[src/include/amp_pkg.sv]
// Shared constants, register map and types for the amplifier diagnostic sequencer
package amp_pkg;
  localparam int unsigned CLK_KHZ      = 20_000;
  // Diagnostic phase times in ms
  localparam int unsigned T_SHORT_MS   = 20;
  localparam int unsigned T_EXT_MS     = 80;
  localparam int unsigned T_OPEN_MS    = 100;
  localparam int unsigned T_SHLD_MS    = 230;
  localparam int unsigned SHORT_CYC    = T_SHORT_MS * CLK_KHZ;
  localparam int unsigned EXT_CYC      = T_EXT_MS * CLK_KHZ;
  localparam int unsigned OPEN_CYC     = T_OPEN_MS * CLK_KHZ;
  localparam int unsigned SHLD_CYC     = T_SHLD_MS * CLK_KHZ;
  // Switching period, least low time of a tweeter pulse, rounded up
  localparam int unsigned SW_PERIOD_NS = 2500;
  localparam int unsigned SW_CYC       = (SW_PERIOD_NS * CLK_KHZ + 999_999) / 1_000_000;
  // Gain ramp step time in us
  localparam int unsigned RAMP_STEP_US = 100;
  localparam int unsigned RAMP_CYC     = RAMP_STEP_US * CLK_KHZ / 1000;
  localparam logic [5:0]  RAMP_MAX     = 6'h3F;

  localparam logic [7:0] REG_STATUS    = 8'h01;
  localparam logic [7:0] REG_RES_SHORT = 8'h02;
  localparam logic [7:0] REG_RES_LOAD  = 8'h03;
  localparam logic [7:0] REG_GAIN      = 8'h05;
  localparam logic [7:0] REG_CWCFG     = 8'h0A;
  localparam logic [7:0] REG_OUTCTL    = 8'h0C;
  localparam logic [7:0] REG_DIAG      = 8'h10;

  localparam logic [7:0] RST_CWCFG     = 8'h01;
  localparam logic [7:0] RST_OUTCTL    = 8'h00;
  localparam logic [7:0] RST_DIAG      = 8'h00;
  localparam logic [7:0] RST_GAIN      = 8'h00;

  localparam int unsigned DC_EXT       = 4;
  localparam int unsigned DC_START     = 5;
  localparam int unsigned DC_TWEET     = 6;

  localparam logic [1:0] CW_CLIP       = 2'h0;
  localparam logic [1:0] CW_WARN       = 2'h1;
  localparam logic [1:0] CW_BOTH       = 2'h2;
  localparam logic [1:0] CW_TWEET      = 2'h3;

  typedef enum logic [5:0] {
    ST_IDLE = 6'h01,
    ST_PREP = 6'h02,
    ST_S2G  = 6'h04,
    ST_S2P  = 6'h08,
    ST_OL   = 6'h10,
    ST_SL   = 6'h20
  } amp_st_e;

  typedef struct packed {
    logic       overvoltage_fault;
    logic       undervoltage_fault;
    logic       overtemp_fault;
    logic [3:0] overcurrent_fault;
    logic [3:0] dc_offset_fault;
  } amp_flt_s;

  typedef struct packed {
    logic [3:0] short_to_ground_test;
    logic [3:0] short_to_supply_test;
    logic [3:0] open_load_test;
    logic [3:0] shorted_load_test;
  } amp_det_s;
endpackage

[src/hdl/amp_diag_seq.sv]
// Load diagnostic sequencer, output state ramp and clip/warning pin control
// Operation
// Diagnostic start forces tested channels Hi-Z
// Pop-free ramp completes before first phase
// Full level needs all four Hi-Z
// Otherwise only short tests run
// Diagnostic start accepted in any state
// Per-channel short/open results in registers
// Default phases 20, 20, 100, 230 ms
// Extend bit makes short phases 80 ms
// Host extends tests above 680 nF
// Tweeter status on pin, results by read
// Faults force Hi-Z at once, no ramp
// Mute and play ramp gain gradually
// Per-channel gain select including 12 dB
// Host tests tweeters one channel at time
// Pin low while current over threshold
// Low pulse lasts one switching period minimum
// Host sets play after tweeter enable
// Host selects tweeter mode on pin
// Standby low gives fast pop-free shutdown
// Tweeter uses averaged current-limit detector
// Pin sources: clip, warning, both, tweeter
// Host command clears faults, leaves Hi-Z
// Full order ground, supply, open, shorted; done
module amp_diag_seq
  import amp_pkg::*;
#(
  parameter int unsigned P_SHORT_CYC = SHORT_CYC,
  parameter int unsigned P_EXT_CYC   = EXT_CYC,
  parameter int unsigned P_OPEN_CYC  = OPEN_CYC,
  parameter int unsigned P_SHLD_CYC  = SHLD_CYC
) (
  input  wire logic       mclk,                  // 20 MHz clock
  input  wire logic       rst_n,                 // Power-on reset
  input  wire logic       reg_wr,                // Register write strobe
  input  wire logic [7:0] reg_addr,              // Register address
  input  wire logic [7:0] reg_wdata,             // Register write data
  output logic      [7:0] reg_rdata_q,           // Read data, one cycle late
  input  wire logic       standby_n_in,          // Standby request
  input  wire amp_flt_s   flt_in,                // Live protection faults
  input  wire amp_det_s   det_in,                // Analog diagnostic comparators
  input  wire logic       thermal_warning,       // Temperature warning level
  input  wire logic [3:0] clip_in,               // Full duty clip per channel
  input  wire logic [3:0] cycle_current_limiter, // Averaged current over threshold
  output logic            clip_warn_out_q,       // Pin drive value, always low
  output logic            clip_warn_oe_n_q,      // Low while pin is pulled low
  output logic      [3:0] hiz_q,                 // Channel Hi-Z, not switching
  output logic      [5:0] ramp_q [4],            // Channel gain ramp level
  output logic      [7:0] gain_sel_q,            // Two gain bits per channel
  output amp_st_e         st_q,                  // Active diagnostic phase
  output logic      [3:0] sel_q                  // Channels under test
);
  logic [7:0]  cwcfg_q;
  logic [7:0]  outctl_q;
  logic [7:0]  diag_q;
  logic [7:0]  res_short_q;
  logic [7:0]  res_load_q;
  logic [3:0]  flt_q;
  logic [3:0]  hold_q;
  logic        done_q;
  logic        full_q;
  logic [22:0] ph_cnt_q;
  logic [11:0] tick_cnt_q;
  logic        tick;
  logic [7:0]  low_cnt_q;
  logic        start;
  logic        clr_flt;
  logic        glob_flt;
  logic [3:0]  live_flt;
  logic [3:0]  run;
  logic [22:0] ph_len;
  logic        ph_end;
  logic        want_low;

  assign start    = reg_wr && (reg_addr == REG_DIAG) && reg_wdata[DC_START];
  assign clr_flt  = reg_wr && (reg_addr == REG_STATUS);
  assign glob_flt = flt_in.overvoltage_fault | flt_in.undervoltage_fault
                    | flt_in.overtemp_fault;
  assign live_flt = {4{glob_flt}} | flt_in.overcurrent_fault | flt_in.dc_offset_fault;
  assign run      = outctl_q[3:0] & ~hold_q & ~flt_q & ~live_flt & {4{standby_n_in}};
  assign tick     = (tick_cnt_q == 12'(RAMP_CYC - 1));

  // Host register writes; start bit is a strobe and is not stored
  always_ff @(posedge mclk or negedge rst_n)
  begin
    if (!rst_n)
    begin
      cwcfg_q    <= RST_CWCFG;
      outctl_q   <= RST_OUTCTL;
      diag_q     <= RST_DIAG;
      gain_sel_q <= RST_GAIN;
    end
    else if (reg_wr)
    begin
      case (reg_addr)
        REG_CWCFG:  cwcfg_q    <= reg_wdata;
        REG_OUTCTL: outctl_q   <= reg_wdata;
        REG_GAIN:   gain_sel_q <= reg_wdata;
        REG_DIAG:   diag_q     <= reg_wdata & 8'hDF;
        default:    ;
      endcase
    end
  end

  always_ff @(posedge mclk or negedge rst_n)
  begin
    if (!rst_n)
      reg_rdata_q <= 8'h00;
    else
    begin
      case (reg_addr)
        REG_STATUS:    reg_rdata_q <= {hiz_q, |flt_q, full_q, done_q, ~st_q[0]};
        REG_RES_SHORT: reg_rdata_q <= res_short_q;
        REG_RES_LOAD:  reg_rdata_q <= res_load_q;
        REG_GAIN:      reg_rdata_q <= gain_sel_q;
        REG_CWCFG:     reg_rdata_q <= cwcfg_q;
        REG_OUTCTL:    reg_rdata_q <= outctl_q;
        REG_DIAG:      reg_rdata_q <= diag_q;
        default:       reg_rdata_q <= 8'h00;
      endcase
    end
  end

  // A fault arriving with the clear command stays latched
  always_ff @(posedge mclk or negedge rst_n)
  begin
    if (!rst_n)
      flt_q <= 4'h0;
    else
      flt_q <= (clr_flt ? 4'h0 : flt_q) | live_flt;
  end

  always_ff @(posedge mclk or negedge rst_n)
  begin
    if (!rst_n)
      tick_cnt_q <= 12'h000;
    else
      tick_cnt_q <= tick ? 12'h000 : tick_cnt_q + 12'h001;
  end

  // Per-channel ramp: faults cut straight to Hi-Z, standby ramps every cycle
  for (genvar i = 0; i < 4; i++)
  begin : g_ch
    always_ff @(posedge mclk or negedge rst_n)
    begin
      if (!rst_n)
      begin
        hiz_q[i]  <= 1'b1;
        ramp_q[i] <= 6'h00;
      end
      else if (flt_q[i] || live_flt[i])
      begin
        hiz_q[i]  <= 1'b1;
        ramp_q[i] <= 6'h00;
      end
      else if (run[i])
      begin
        hiz_q[i] <= 1'b0;
        if (tick && ramp_q[i] != RAMP_MAX)
          ramp_q[i] <= ramp_q[i] + 6'h01;
      end
      else if (ramp_q[i] == 6'h00)
        hiz_q[i] <= 1'b1;
      else if (tick || !standby_n_in)
        ramp_q[i] <= ramp_q[i] - 6'h01;
    end
  end

  assign ph_len = (st_q == ST_OL) ? 23'(P_OPEN_CYC) :
                  (st_q == ST_SL) ? 23'(P_SHLD_CYC) :
                  diag_q[DC_EXT] ? 23'(P_EXT_CYC) : 23'(P_SHORT_CYC);
  assign ph_end = (ph_cnt_q == ph_len - 23'd1);

  // Diagnostic sequencer; a new start restarts from any state
  always_ff @(posedge mclk or negedge rst_n)
  begin
    if (!rst_n)
    begin
      st_q        <= ST_IDLE;
      sel_q       <= 4'h0;
      hold_q      <= 4'h0;
      done_q      <= 1'b0;
      full_q      <= 1'b0;
      ph_cnt_q    <= 23'd0;
      res_short_q <= 8'h00;
      res_load_q  <= 8'h00;
    end
    else if (start)
    begin
      st_q        <= ST_PREP;
      sel_q       <= reg_wdata[3:0];
      hold_q      <= reg_wdata[3:0];
      done_q      <= 1'b0;
      ph_cnt_q    <= 23'd0;
      res_short_q <= 8'h00;
      res_load_q  <= 8'h00;
    end
    else
    begin
      if (clr_flt)
        done_q <= 1'b0;
      case (st_q)
        ST_IDLE: ;
        ST_PREP:
        begin
          // Tested channels must have ramped down and stopped switching
          if ((sel_q & ~hiz_q) == 4'h0)
          begin
            st_q     <= ST_S2G;
            full_q   <= &hiz_q;
            sel_q    <= (&hiz_q) ? 4'hF : sel_q;
            hold_q   <= (&hiz_q) ? 4'hF : hold_q;
            ph_cnt_q <= 23'd0;
          end
        end
        ST_S2G, ST_S2P, ST_OL, ST_SL:
        begin
          ph_cnt_q <= ph_end ? 23'd0 : ph_cnt_q + 23'd1;
          if (ph_end)
          begin
            case (st_q)
              ST_S2G:
              begin
                res_short_q[3:0] <= res_short_q[3:0] | (det_in.short_to_ground_test & sel_q);
                st_q <= ST_S2P;
              end
              ST_S2P:
              begin
                res_short_q[7:4] <= res_short_q[7:4] | (det_in.short_to_supply_test & sel_q);
                st_q <= full_q ? ST_OL : ST_IDLE;
              end
              ST_OL:
              begin
                res_load_q[3:0] <= res_load_q[3:0] | (det_in.open_load_test & sel_q);
                st_q <= ST_SL;
              end
              default:
              begin
                res_load_q[7:4] <= res_load_q[7:4] | (det_in.shorted_load_test & sel_q);
                st_q <= ST_IDLE;
              end
            endcase
            if (st_q == ST_SL || (st_q == ST_S2P && !full_q))
            begin
              done_q <= 1'b1;
              hold_q <= 4'h0;
            end
          end
        end
        default: st_q <= ST_IDLE;
      endcase
    end
  end

  // Pin source select; tweeter mode also needs the tweeter enable bit
  always_comb
  begin
    case (cwcfg_q[1:0])
      CW_CLIP:  want_low = |clip_in;
      CW_WARN:  want_low = thermal_warning;
      CW_BOTH:  want_low = (|clip_in) | thermal_warning;
      default:  want_low = diag_q[DC_TWEET] & |(cycle_current_limiter & ~hiz_q);
    endcase
  end

  // A low pulse is held for at least one switching period
  always_ff @(posedge mclk or negedge rst_n)
  begin
    if (!rst_n)
    begin
      clip_warn_oe_n_q <= 1'b1;
      clip_warn_out_q  <= 1'b0;
      low_cnt_q        <= 8'h00;
    end
    else
    begin
      clip_warn_out_q  <= 1'b0;
      clip_warn_oe_n_q <= ~(want_low || (!clip_warn_oe_n_q
                            && low_cnt_q < 8'(SW_CYC - 1)));
      if (clip_warn_oe_n_q)
        low_cnt_q <= 8'h00;
      else if (low_cnt_q != 8'hFF)
        low_cnt_q <= low_cnt_q + 8'h01;
    end
  end

  localparam int STBY_WAIT = 66;
endmodule // amp_diag_seq

[config.mk]
export PLATFORM = sky130hd
export DESIGN_NAME = amp_diag_seq
export DESIGN_NICKNAME = d
export VERILOG_FILES = /design/src/include/amp_pkg.sv /design/src/hdl/amp_diag_seq.sv
export SDC_FILE = /design/constraint.sdc
export NUM_CORES = 1
export LEC_CHECK = 0
export ABC_AREA = 1
export BUFFER_PORTS_ARGS = -buffer_cell sky130_fd_sc_hd__buf_2
export CAP_MARGIN = 10
export CORE_MARGIN = 5
export CORE_UTILIZATION = 28
export DETAILED_ROUTE_END_ITERATION = 8
export GPL_TIMING_DRIVEN = 0
export PLACE_DENSITY = 0.46
export REMOVE_ABC_BUFFERS = 1
export SLEW_MARGIN = 20
export SYNTH_ARGS = -nofsm -noshare
export SYNTH_HDL_FRONTEND = slang
export SYNTH_SLANG_ARGS = --single-unit
[constraint.sdc]
create_clock -name mclk -period 4.6 [get_ports mclk]
set_clock_uncertainty 0.1 [all_clocks]
set_input_delay 0.46 -clock mclk [delete_from_list [all_inputs] [get_ports mclk]]
set_output_delay 0.46 -clock mclk [all_outputs]
set_load 0.02 [all_outputs]
### Word-level counts from Yosys, hierarchy flattened

Cells that the tools add are included.

* flip-flop bits (word level): 147
* output and inout bits: 56

* reductions and logical operators: 66
* bitwise gates (word level): 28
* equality and inequality tests: 36
* $add $sub $neg: 12
* magnitude comparators: 1
* multiplexer cells: 74

Operator list (number)
* two-way mux 6 bit: 23
* two-way mux 23 bit: 5
* two-way mux 8 bit: 8
* one-hot mux 8 bit (7 select lines): 1
* two-way mux 4 bit: 12
* one-hot mux 23 bit (2 select lines): 1
* AND 4 bit: 10
* one-hot mux 6 bit (3 select lines): 2
* AND reduction 3 bit: 11
* bitwise OR 4 bit: 7
* nonzero test 3 bit: 9
* adder 6 x 1 -> 6 bit (second input constant): 4
* zero test 6 bit: 4
* != test 3 bit (second input constant): 8
* != test 6 bit (second input constant): 4
* subtractor 6 x 1 -> 6 bit (second input constant): 4
* adder 23 x 1 -> 23 bit (second input constant): 1
* == test 23 bit: 1
* subtractor 23 x 1 -> 23 bit (second input constant): 1
* two-way mux 21 bit: 1
* nonzero test 2 bit: 9
* two-way mux 1 bit: 17
* == test 8 x 2 -> 1 bit (second input constant): 2
* == test 8 x 4 -> 1 bit (second input constant): 2
* 37 further kinds: 70

### Logic depth before layout (Yosys ltp)

Gate-level depths: netlist of the first run.

* depth in word-level cells: 9
* gate-level depth with buffers: 21
* gate-level depth less buffers: 20

### Least setup slack after synthesis of the first run

OpenSTA, ideal clock, no wires.

* path type: register -> register
* from: register st_q[5]
* to: register ph_cnt_q[22]
* arrival time: 2.589 ns
* period minus slack after synthesis: 2.808 ns
* stages on the path, launching flop included: 22
* path buffers: 1
* setup slack: 1.792 ns
* required time: 4.381 ns
* cell sequence: dfrtp_1 inv_1 nor2_2 nand3_4 nand3_2 inv_1 ha_1 ha_1 inv_1 nand2_1 nand2_1 nor2_1 nand3_1 nor2_1 nand3_2 nor2_4 nand2_2 nand2_4 nand2_4 inv_4 buf_12 nor2_2

* cells in the longest elaborated chain, start to end: 8

Ends and longest elaborated chain
* from (decl): line amp_diag_seq.sv:51 `output amp_st_e st_q,`
* from (signal assigned): line amp_diag_seq.sv:231 `st_q <= full_q ? ST_OL : ST_IDLE;`
* == test 6 bit: line amp_diag_seq.sv:171, amp_diag_seq.sv:203
* two-way mux 23 bit: line amp_diag_seq.sv:171 `(st_q == ST_SL) ? 23'(P_SHLD_CYC) :`
* two-way mux 23 bit: line amp_diag_seq.sv:170 `assign ph_len = (st_q == ST_OL) ? 23'(P_OPEN_CYC) :`
* subtractor 23 x 1 -> 23 bit: line amp_diag_seq.sv:173 `assign ph_end = (ph_cnt_q == ph_len - 23'd1);`
* == test 23 bit: line amp_diag_seq.sv:173
* two-way mux 23 bit: line amp_diag_seq.sv:219 `ph_cnt_q <= ph_end ? 23'd0 : ph_cnt_q + 23'd1;`
* one-hot mux 23 bit (2 select lines): line amp_diag_seq.sv:203 `case (st_q)`
* two-way mux 23 bit: line amp_diag_seq.sv:189 `else if (start)`
* to (signal assigned): line amp_diag_seq.sv:219
* to (decl): line amp_diag_seq.sv:63 `logic [22:0] ph_cnt_q;`

Several ways; a longest one is shown, not always the timed one.
A chain may end at the register's enable or synchronous reset.

### Worst setup path in the final report of the first run

* from: register st_q[2]
* to: register ph_cnt_q[18]

The elaborated chain is that of the path after synthesis.

==> results of run 1 <==
==> cell usage after synthesis (9+ instances only) <==
cell type  instances  area [sq um]
nor3_1            17          85.1
nor2_2            14          87.6
nor2_1            79           297
nand2_1          266           998
xnor2_1           11          96.3
o21ai_0           89           445
nand3_1           69           345
a21oi_1           39           195
a31oi_1            9          56.3
ha_1              22           275
dfrtp_1          140          3500
nand4_1           28           175
xor2_1            22           193
inv_1            151           567
nor4_1             9          56.3
a221oi_1          10          87.6
==> area by class of cell <==
type                    count  area, sq um  area share, %
flip-flops and latches    147         3690           37.3
clock buffers              19          433           4.38
repair buffers            112          598           6.05
clock inverters            13          150           1.52
multi-input cells         743         3940           39.9
well taps                 390          488           4.94
inverters                 154          581           5.88
==> metrics by stage <==
step	hold slack [ns]	instance area, sq um
after global placement	0.354	9250
after CTS	0.165	9880
after floorplan	0.0644	8210
after detailed placement	0.330	9280
final	0.176	9880
after global routing	0.164	9880
==> cell families after synthesis <==
| kind of cell | count (synthesis) | synth area share, % |
|---|---|---|
| flops | 147 | 44.4 |
| other cells | 1 | 0.0451 |
| fa+ha+maj | 26 | 4.28 |
| simple gates | 511 | 27.9 |
| compound gates | 172 | 11.7 |
| xor+xnor | 33 | 3.48 |
| buf+inv | 170 | 8.24 |
==> per-layer routing <==
metal | routed length (um) | up-vias | global-route usage, % | share of wire, %
li1 | - | 3718 | - | -
met5 | 0 | - | 0 | 0
met3 | 1170 | 25 | 3.05 | 4.8
met1 | 11200 | 3411 | 19.3 | 46
met2 | 11400 | 141 | 24.0 | 47
met4 | 422 | 0 | 4.35 | 1.8
==> registers in the layout, indices dropped and copies added (netlist names), 7 cells and up <==
name and flops:
cwcfg_q 8, diag_q 7, gain_sel_q 8, low_cnt_q 8, outctl_q 8, ph_cnt_q 23, ramp_q 24, reg_rdata_q 8
res_load_q 8, res_short_q 8, tick_cnt_q 12
==> power breakdown <==
| group | switching [mW] | total (mW) | internal (mW) |
|---|---|---|---|
| logic | 0.147 | 0.236 | 0.0888 |
| clock network | 0.605 | 1.42 | 0.810 |
| registers | 0.0510 | 1.40 | 1.35 |
| total | 0.802 | 3.05 | 2.25 |
==> worst max-delay path: stages, from the launching register on <==
cell and delay (ns):
dfrtp_1 0.46, nor2_4 0.23, nand3_2 0.26, nand3_2 0.19, inv_1 0.09, ha_1 0.22, ha_1 0.31, inv_1 0.04
nand2_1 0.07, nand2_1 0.06, nor2_1 0.08, nand3_1 0.07, nor2_1 0.16, nand3_2 0.11, nor2_4 0.27, nand2_2 0.15
nand2_4 0.17, nand2_4 0.10, inv_4 0.22, nor2_1 0.08
==> worst paths after layout <==
check	startpoint	cells past startpoint	slack, ns	endpoint
max	st_q[2]$_DFFE_PN0P_	19	1.01	ph_cnt_q[18]$_DFFE_PN0P_
min	flt_in[0]	3	0.18	flt_q[0]$_DFF_PN0_
max reg2reg	st_q[2]$_DFFE_PN0P_	19	1.01	ph_cnt_q[18]$_DFFE_PN0P_
min reg2reg	tick_cnt_q[0]$_DFF_PN0_	1	0.36	tick_cnt_q[0]$_DFF_PN0_
max in group asynchronous	rst_n	3	3.11	hiz_q[3]$_DFFE_PN1P_
min in group asynchronous	rst_n	2	0.45	gain_sel_q[7]$_DFFE_PN0P_
==> impl_metrics.csv, run 1 <==
group,metric,value,unit
route,drt-initial-drc-count,451,
layout,n_fill_cell,3167,
route,drt_first_pass_iters,4,
timing,final-setup-viol-count,0,
yosys,syn_inst,1060,
clock_tree,cts_tree,"done",
clock_tree,clk_latency,0.43,ns
clock_tree,postCtsSetupBuffers,0,
yosys,synthFlopType,"dfrtp_1",
clock_tree,cts.sinks,147,
clock_tree,cts_buffers,17,
status,status,"finished, final reports clean",
yosys,async_flop_share,100,%
grt,grt_pass1_vias,7122,
run,maxCapViolCount,0,
setup_path,start_kind,"flip-flop",
timing,slew_violations,0,
die,coreArea,29500,sq um
layout,final_cell_mix,"nand2_1 (266), inv_1 (151), dfrtp_1 (140)",
route,viasPerCell,4.62,
layout,final_common_cell,"nand2_1",
die,die_y,182,um
clock_tree,ctsHoldBuffers,1,
setup_path,end_kind,"flip-flop",
route,drc,0,
clock_tree,cts_resized,0,
setup_path,crit_arrival,3.79,ns
placement,dp_cells,1545,
clock_tree,cts_root_buf,"clkbuf_16",
power_and_ir_drop,vdd_drop_max,0.000250,V
timing,rsz0062_at_grt,"false",
yosys,synth_edf_count,0,
yosys,synth_area_per_cell,7.84,sq um
setup_path,crit_fanout,16,
die,dieWidth,182,um
hold_path,min_path_type,"primary input to flip-flop",
placement,dp.final_hpwl,18400,um
route,antenna_left,0,
placement,place_congestion,0.808,
layout,antenna_cells,0,
timing,finalHoldViolCount,0,
yosys,ys_types,46,
yosys,synth-seq-cells,147,
timing,tightest_slew,0.793,ns
route,wl_per_cell,15.3,um
grt,grt_pass1_wl,38700,um
yosys,synth_warnings,0,
timing,fin_tns_setup,0,ns
placement,portBuffers,110,
layout,fin_util,33.5,%
grt,grt_remaining_overflow,0,
setup_path,cp.required,4.81,ns
setup_path,path_class,"flip-flop to flip-flop",
yosys,synth.cell_area,8310,sq um
placement,dpl_worst_slack,0.831,ns
power_and_ir_drop,p_total,3.05,mW
layout,layoutNonFillerInstCount,1578,
power_and_ir_drop,powerDensity,309,nW/um^2
grt,gr-usage-all-layers,14.5,%
power_and_ir_drop,p_leak,5.01,nW
grt,antenna_found_initial,1,
die,die-area,33200,sq um
layout,drive_gt1_share,15.6,%
clock_tree,clockBufferDepth,2,
die,start_util,28.2,%
route,vias,7295,
timing,fin_crit_sh,78.0,%
die,io_pins,112,
timing,max-slew-margin-rel,46.9,%
timing,max_freq,279,MHz
timing,timing.final.ws_setup,1.01,ns
route,routed_wl,24100,um
yosys,yosysSeqAreaShare,44.4,%
die,rows,63,
layout,area_delta_synth_final,18.9,%
clock_tree,clk_transition_reported_paths,0.06,ns
grt,grt_start_max_net_pins,93,
layout,final_nets,1257,
timing,period_needed,3.59,ns
clock_tree,htree_levels,4,
Note: power is estimated with default switching activity, not from simulation.
==> run 2: changes to the inputs <==
ABC_AREA = 0   (was 1)
PLACE_DENSITY = 0.47   (was 0.46)
clock period = 3 ns   (was 4.6 ns; I/O delays follow)
==> impl_metrics.csv, run 2 <==
group,metric,value,unit
layout,final_common_cell,"dfrtp_1",
layout,largest_reg_flops,24,
yosys,synth-seq-cells,147,
timing,tightest_slew,0.984,ns
yosys,synthXorXnorAreaFrac,5.20,%
timing,max-slew-margin-rel,33.9,%
yosys,synthFlopType,"dfrtp_1",
layout,layoutNonFillerInstCount,1354,
clock_tree,htree_levels,4,
yosys,synth_most_common_cell,"dfrtp_1",
power_and_ir_drop,p_leak,4.55,nW
setup_path,crit_chain,"or4_4 -> nor3_4 -> inv_2 -> ha_4 -> xor2_1 -> or3_4 -> nor4_4 -> and4_4 -> o21ai_4 -> a221o_1",
layout,area_delta_synth_final,23.6,%
hold_path,min_from,"det_in[9]",
grt,gr-usage-all-layers,15.0,%
placement,dp.final_hpwl,16900,um
clock_tree,clk_transition_reported_paths,0.06,ns
setup_path,start_kind,"flip-flop",
power_and_ir_drop,p_total,4.91,mW
setup_path,crit_arrival,3.51,ns
route,drt_first_pass_iters,5,
yosys,synth_top_area_cell,"dfrtp_1",
layout,drive_gt1_share,25.7,%
route,drc,0,
route,wl_per_cell,17.9,um
yosys,synth.cell_area,8080,sq um
setup_path,cp-startpoint,"st_q[1]$_DFFE_PN0P_",
grt,grt_start_max_net_pins,88,
die,die-area,32400,sq um
clock_tree,clk_latency,0.42,ns
timing,slew_violations,0,
timing,finalHoldViolCount,0,
layout,n_fill_cell,2987,
placement,portBuffers,110,
yosys,synthTopCellsByCount,"dfrtp_1 (140), nand2_1 (82), nor2_1 (82)",
yosys,synthSimpleGateAreaFrac,20.6,%
yosys,synth_edf_count,0,
setup_path,reg2regPathDepth,10,
die,start_util,28.2,%
placement,place_congestion,0.806,
yosys,synth.top_cell.area_share,43.3,%
power_and_ir_drop,swShare,25.8,%
status,status,"complete, but fails checks",
clock_tree,cts_tree,"done",
timing,final-setup-viol-count,47,
clock_tree,clockBufferDepth,2,
hold_path,holdPathStages,3,
yosys,muxShareOfSynthArea,5.56,%
power_and_ir_drop,p_int,3.64,mW
grt,grt_remaining_overflow,0,
clock_tree,cts_buffers,17,
yosys,synth_adder_area_share,4.40,%
route,viasPerCell,5.03,
yosys,syn_inst,842,
placement,dp_cells,1303,
route,antenna_left,0,
timing,timing.final.ws_setup,-0.320,ns
timing,fin_tns_setup,-11.96,ns
layout,antenna_cells,0,
hold_path,min_path_type,"primary input to flip-flop",
route,drt-initial-drc-count,402,
status,violations,"setup timing",
power_and_ir_drop,comb_power_share,9.8,%
setup_path,path_class,"flip-flop to flip-flop",
layout,top_regs,"ramp_q x24, ph_cnt_q x23, tick_cnt_q x12",
timing,period_needed,3.32,ns
yosys,synth_area_per_cell,9.60,sq um
power_and_ir_drop,switchingPower,1.26,mW
timing,rsz0062_at_grt,"true",
yosys,ys_types,70,
yosys,synth_warnings,0,
grt,antenna_found_initial,1,
die,dieWidth,180,um
power_and_ir_drop,clock_power_share,44.4,%
layout,regMostFlops,"ramp_q",
setup_path,cp.required,3.19,ns
die,io_pins,112,
setup_path,cp_slowest_cell,"or4_4",
yosys,synth_top_family_by_area,"simple AND/OR/NAND/NOR gates",
yosys,yosys-top-cells-area,"dfrtp_1 (43%), mux2_2 (4.3%), nand2_1 (3.8%)",
layout,final_nets,1039,
timing,fin_crit_sh,111,%
run,maxCapViolCount,0,
power_and_ir_drop,powerDensity,491,nW/um^2
power_and_ir_drop,vdd_drop_max,0.000339,V
die,die_y,180,um
clock_tree,cts_root_buf,"clkbuf_16",
placement,dpl_worst_slack,-1.60,ns
setup_path,slowest_delay,0.60,ns
timing,max_freq,301,MHz
grt,grt_pass1_vias,6817,
die,coreArea,28600,sq um
layout,final_cell_mix,"dfrtp_1 (137), buf_2 (110), nand2_1 (82)",
setup_path,end_kind,"flip-flop",
yosys,async_flop_share,100,%
route,routed_wl,24200,um
route,vias,6807,
grt,grt_pass1_wl,39100,um
clock_tree,cts.sinks,147,
timing,hold_slack,0.0477,ns
die,rows,62,
setup_path,regToRegStartpoint,"st_q[1]$_DFFE_PN0P_",
power_and_ir_drop,pwr-share-seq,45.8,%
setup_path,crit_fanout,4,
yosys,synth_compound_area_share,14.4,%
yosys,yosysSeqAreaShare,45.6,%
run 2: cell type report:
| cell class | count | area, sq um | share of cell area, % |
|---|---|---|---|
| clock buffer | 24 | 492 | 4.92 |
| clock inverter | 8 | 100 | 1.00 |
| inverter | 41 | 154 | 1.54 |
| multi-input combinational | 621 | 4320 | 43.3 |
| sequential | 147 | 3690 | 36.9 |
| tap | 384 | 480 | 4.81 |
| timing repair buffer | 129 | 751 | 7.52 |
run 2: cells by family (layout without fill, tap and decap cells):
group	after synthesis	in the layout
simple gates	330	332
compound gates	173	173
flops	147	147
buf+inv	76	202
xor+xnor	48	48
mux	41	41
fa+ha+maj	26	26
other cells	1	1
run 2: stage by stage:
step                      util [%]  instance area (sq um)
after CTS                     34.4                   9840
final                         34.9                   9990
after global placement        31.2                   8930
after detailed placement      31.4                   8980
after global routing          34.9                   9990
after floorplan                  -                   7900
run 2: worst paths after layout:
check / slack (ns) / endpoint
worst max-delay path: -0.32 / hold_q[2]$_DFFE_PN0P_
worst min-delay path: 0.05 / res_short_q[5]$_DFFE_PN0P_
worst max register to register: -0.32 / hold_q[2]$_DFFE_PN0P_
worst min register to register: 0.36 / tick_cnt_q[0]$_DFF_PN0_
max in group asynchronous: 1.68 / clip_warn_oe_n_q$_DFF_PN1_
min in group asynchronous: 0.29 / ph_cnt_q[12]$_DFFE_PN0P_
run 2: routing by layer:
| layer | part of all wire (%) | global-route usage (%) | routed length, um | vias up |
|---|---|---|---|---|
| li1 | - | - | - | 3275 |
| met1 | 48 | 21.2 | 11700 | 3330 |
| met2 | 45 | 23.3 | 10900 | 171 |
| met3 | 4.6 | 2.97 | 1110 | 29 |
| met4 | 1.9 | 4.48 | 460 | 2 |
| met5 | 0.054 | 0 | 13 | - |
run 2: worst max-delay path, delay by kind of cell, from the launching register on:
| kind | cells | cell delay (ns) |
|---|---|---|
| and+or+nand+nor | 5 | 1.83 |
| DFF | 1 | 0.44 |
| AOI/OAI and AO/OA | 2 | 0.40 |
| xor gates and xnor gates | 1 | 0.16 |
| adders and majority gates | 1 | 0.17 |
| buffers and inverters | 1 | 0.09 |
run 2: power by group through the flow:
stage	clock, mW	sequential [mW]	combinational (mW)
after floorplan	0	2.26	0.257
after global placement	0	2.28	0.433
after detailed placement	0	2.28	0.447
after CTS	2.24	2.24	0.473
after global routing	2.31	2.27	0.545
final	2.18	2.25	0.480
run 2: what timing repair did:
action,CTS,global route
hold endpoints to repair,56,0
hold buffers,1,0
gates resized for setup,28,24
cloned,2,0
pin swaps,23,18
setup endpoints to repair,57,55
buffers inserted,12,4
==> run 3: changes to the inputs <==
CORE_UTILIZATION = 40   (was 28)
PLACE_DENSITY = 0.62   (was 0.47)
==> impl_metrics.csv, run 3 (synthesized netlist as in run 2, its figures left out) <==
group,metric,value,unit
placement,dp.final_hpwl,15200,um
timing,tightest_slew,1.06,ns
die,coreArea,20000,sq um
placement,dp_cells,1189,
grt,grt_pass1_wl,36500,um
clock_tree,cts_buffers,17,
die,die_y,152,um
layout,n_fill_cell,1882,
layout,antenna_cells,0,
timing,rsz0062_at_grt,"true",
layout,fin_area,9960,sq um
placement,portBuffers,110,
run,maxCapViolCount,0,
clock_tree,clk_latency,0.43,ns
layout,regMostFlops,"ramp_q",
layout,top_regs,"ramp_q x24, ph_cnt_q x23, tick_cnt_q x12",
timing,final-setup-viol-count,47,
route,drt_first_pass_iters,5,
die,dieWidth,152,um
timing,max_freq,312,MHz
timing,hold_slack,0.0432,ns
timing,fin_crit_sh,107,%
layout,largest_reg_flops,24,
power_and_ir_drop,powerDensity,498,nW/um^2
timing,finalHoldViolCount,0,
route,drc,0,
setup_path,slowest_delay,0.59,ns
layout,drive_gt1_share,27.9,%
route,wl_per_cell,17.8,um
setup_path,path_class,"flip-flop to flip-flop",
clock_tree,cts.sinks,147,
power_and_ir_drop,p_total,4.96,mW
die,die-area,23100,sq um
timing,fin_tns_setup,-7.02,ns
setup_path,start_kind,"flip-flop",
die,io_pins,112,
setup_path,crit_arrival,3.41,ns
placement,place_congestion,0.805,
status,violations,"setup timing",
placement,place_area,8840,sq um
power_and_ir_drop,vdd_drop_max,0.000402,V
die,start_util,40.3,%
layout,final_cell_mix,"dfrtp_1 (136), buf_2 (110), nand2_1 (82)",
route,antenna_left,0,
grt,grt_start_max_net_pins,91,
route,routed_wl,22100,um
layout,area_delta_synth_final,23.2,%
grt,gr-usage-all-layers,19.3,%
placement,dpl_worst_slack,-1.47,ns
layout,fin_util,49.7,%
clock_tree,cts_tree,"done",
timing,timing.final.ws_setup,-0.207,ns
clock_tree,clockBufferDepth,2,
die,rows,52,
route,vias,6970,
layout,final_nets,1039,
grt,grt_remaining_overflow,0,
setup_path,cp_slowest_cell,"or4_4",
setup_path,crit_chain,"or4_4 -> nor3_4 -> inv_2 -> ha_4 -> xor2_1 -> or3_4 -> nor4_4 -> and4_4 -> o21ai_4 -> a221o_1",
timing,slew_violations,0,
layout,final_common_cell,"dfrtp_1",
grt,antenna_found_initial,0,
status,status,"complete, but fails checks",
power_and_ir_drop,p_leak,4.51,nW
setup_path,end_kind,"flip-flop",
route,viasPerCell,5.62,
setup_path,cp.required,3.21,ns
clock_tree,cts_root_buf,"clkbuf_16",
timing,period_needed,3.21,ns
hold_path,min_path_type,"primary input to flip-flop",
clock_tree,htree_levels,4,
timing,max-slew-margin-rel,28.8,%
layout,layoutNonFillerInstCount,1240,
grt,grt_pass1_vias,6715,
clock_tree,clk_transition_reported_paths,0.06,ns
route,drt-initial-drc-count,439,
setup_path,crit_fanout,4,
run 3: cell count changes in the layout (fill, tap and decap cells not counted), sizes merged:
cell and change:
bufinv +1, clkbuf -1, clkinvlp +1, inv -1
run 3: where the power goes:
group	switching, mW	internal [mW]	total (mW)
Combinational	0.255	0.208	0.463
Sequential	0.133	2.11	2.25
Clock	0.835	1.41	2.25
Total	1.22	3.73	4.96
run 3: metal layers:
| layer | track usage (%) | wire length (um) |
|---|---|---|
| met1 | 27.5 | 10200 |
| met2 | 29.2 | 10000 |
| met3 | 4.54 | 1380 |
| met4 | 6.21 | 472 |
| met5 | 0 | 0 |
run 3: worst paths after layout:
check                      cells after the start  slack [ns]                    start                       to
setup / recovery                              10       -0.21      st_q[2]$_DFFE_PN0P_    hold_q[2]$_DFFE_PN0P_
hold / removal                                 3        0.04                flt_in[4]     hiz_q[0]$_DFFE_PN1P_
setup reg to reg                              10       -0.21      st_q[2]$_DFFE_PN0P_    hold_q[2]$_DFFE_PN0P_
hold reg to reg                                1        0.36  tick_cnt_q[0]$_DFF_PN0_  tick_cnt_q[0]$_DFF_PN0_
max in group asynchronous                      3        1.71                    rst_n      st_q[4]$_DFFE_PN0P_
min in group asynchronous                      2        0.29                    rst_n    ramp_q[6]$_DFFE_PN0P_
run 3: repair_timing:
action | CTS | global route
gates resized for setup | 50 | 28
pin swaps | 48 | 18
endpoints found under the setup margin | 55 | 51
hold buffers | 1 | 0
cloned | 2 | 0
hold endpoints to repair | 51 | 0
setup buffers | 14 | 3
run 3: worst max-delay path, delay by kind of cell (launching register included):
| kind | cells | cell delay, ns |
|---|---|---|
| AO/OA/AOI/OAI | 2 | 0.40 |
| XOR/XNOR | 1 | 0.15 |
| adder cells (fa/ha/maj) | 1 | 0.17 |
| buffers and inverters | 1 | 0.09 |
| flip-flops | 1 | 0.42 |
| AND/OR/NAND/NOR | 5 | 1.76 |
run 3: cell type report:
class / instances / area [sq um] / share of cell area, %
multi-input combinational: 621 / 4400 / 44.2
sequential: 147 / 3690 / 37.1
timing repair buffer: 129 / 749 / 7.53
clock buffer: 23 / 498 / 5.00
tap: 270 / 338 / 3.39
inverter: 41 / 154 / 1.55
clock inverter: 9 / 125 / 1.26
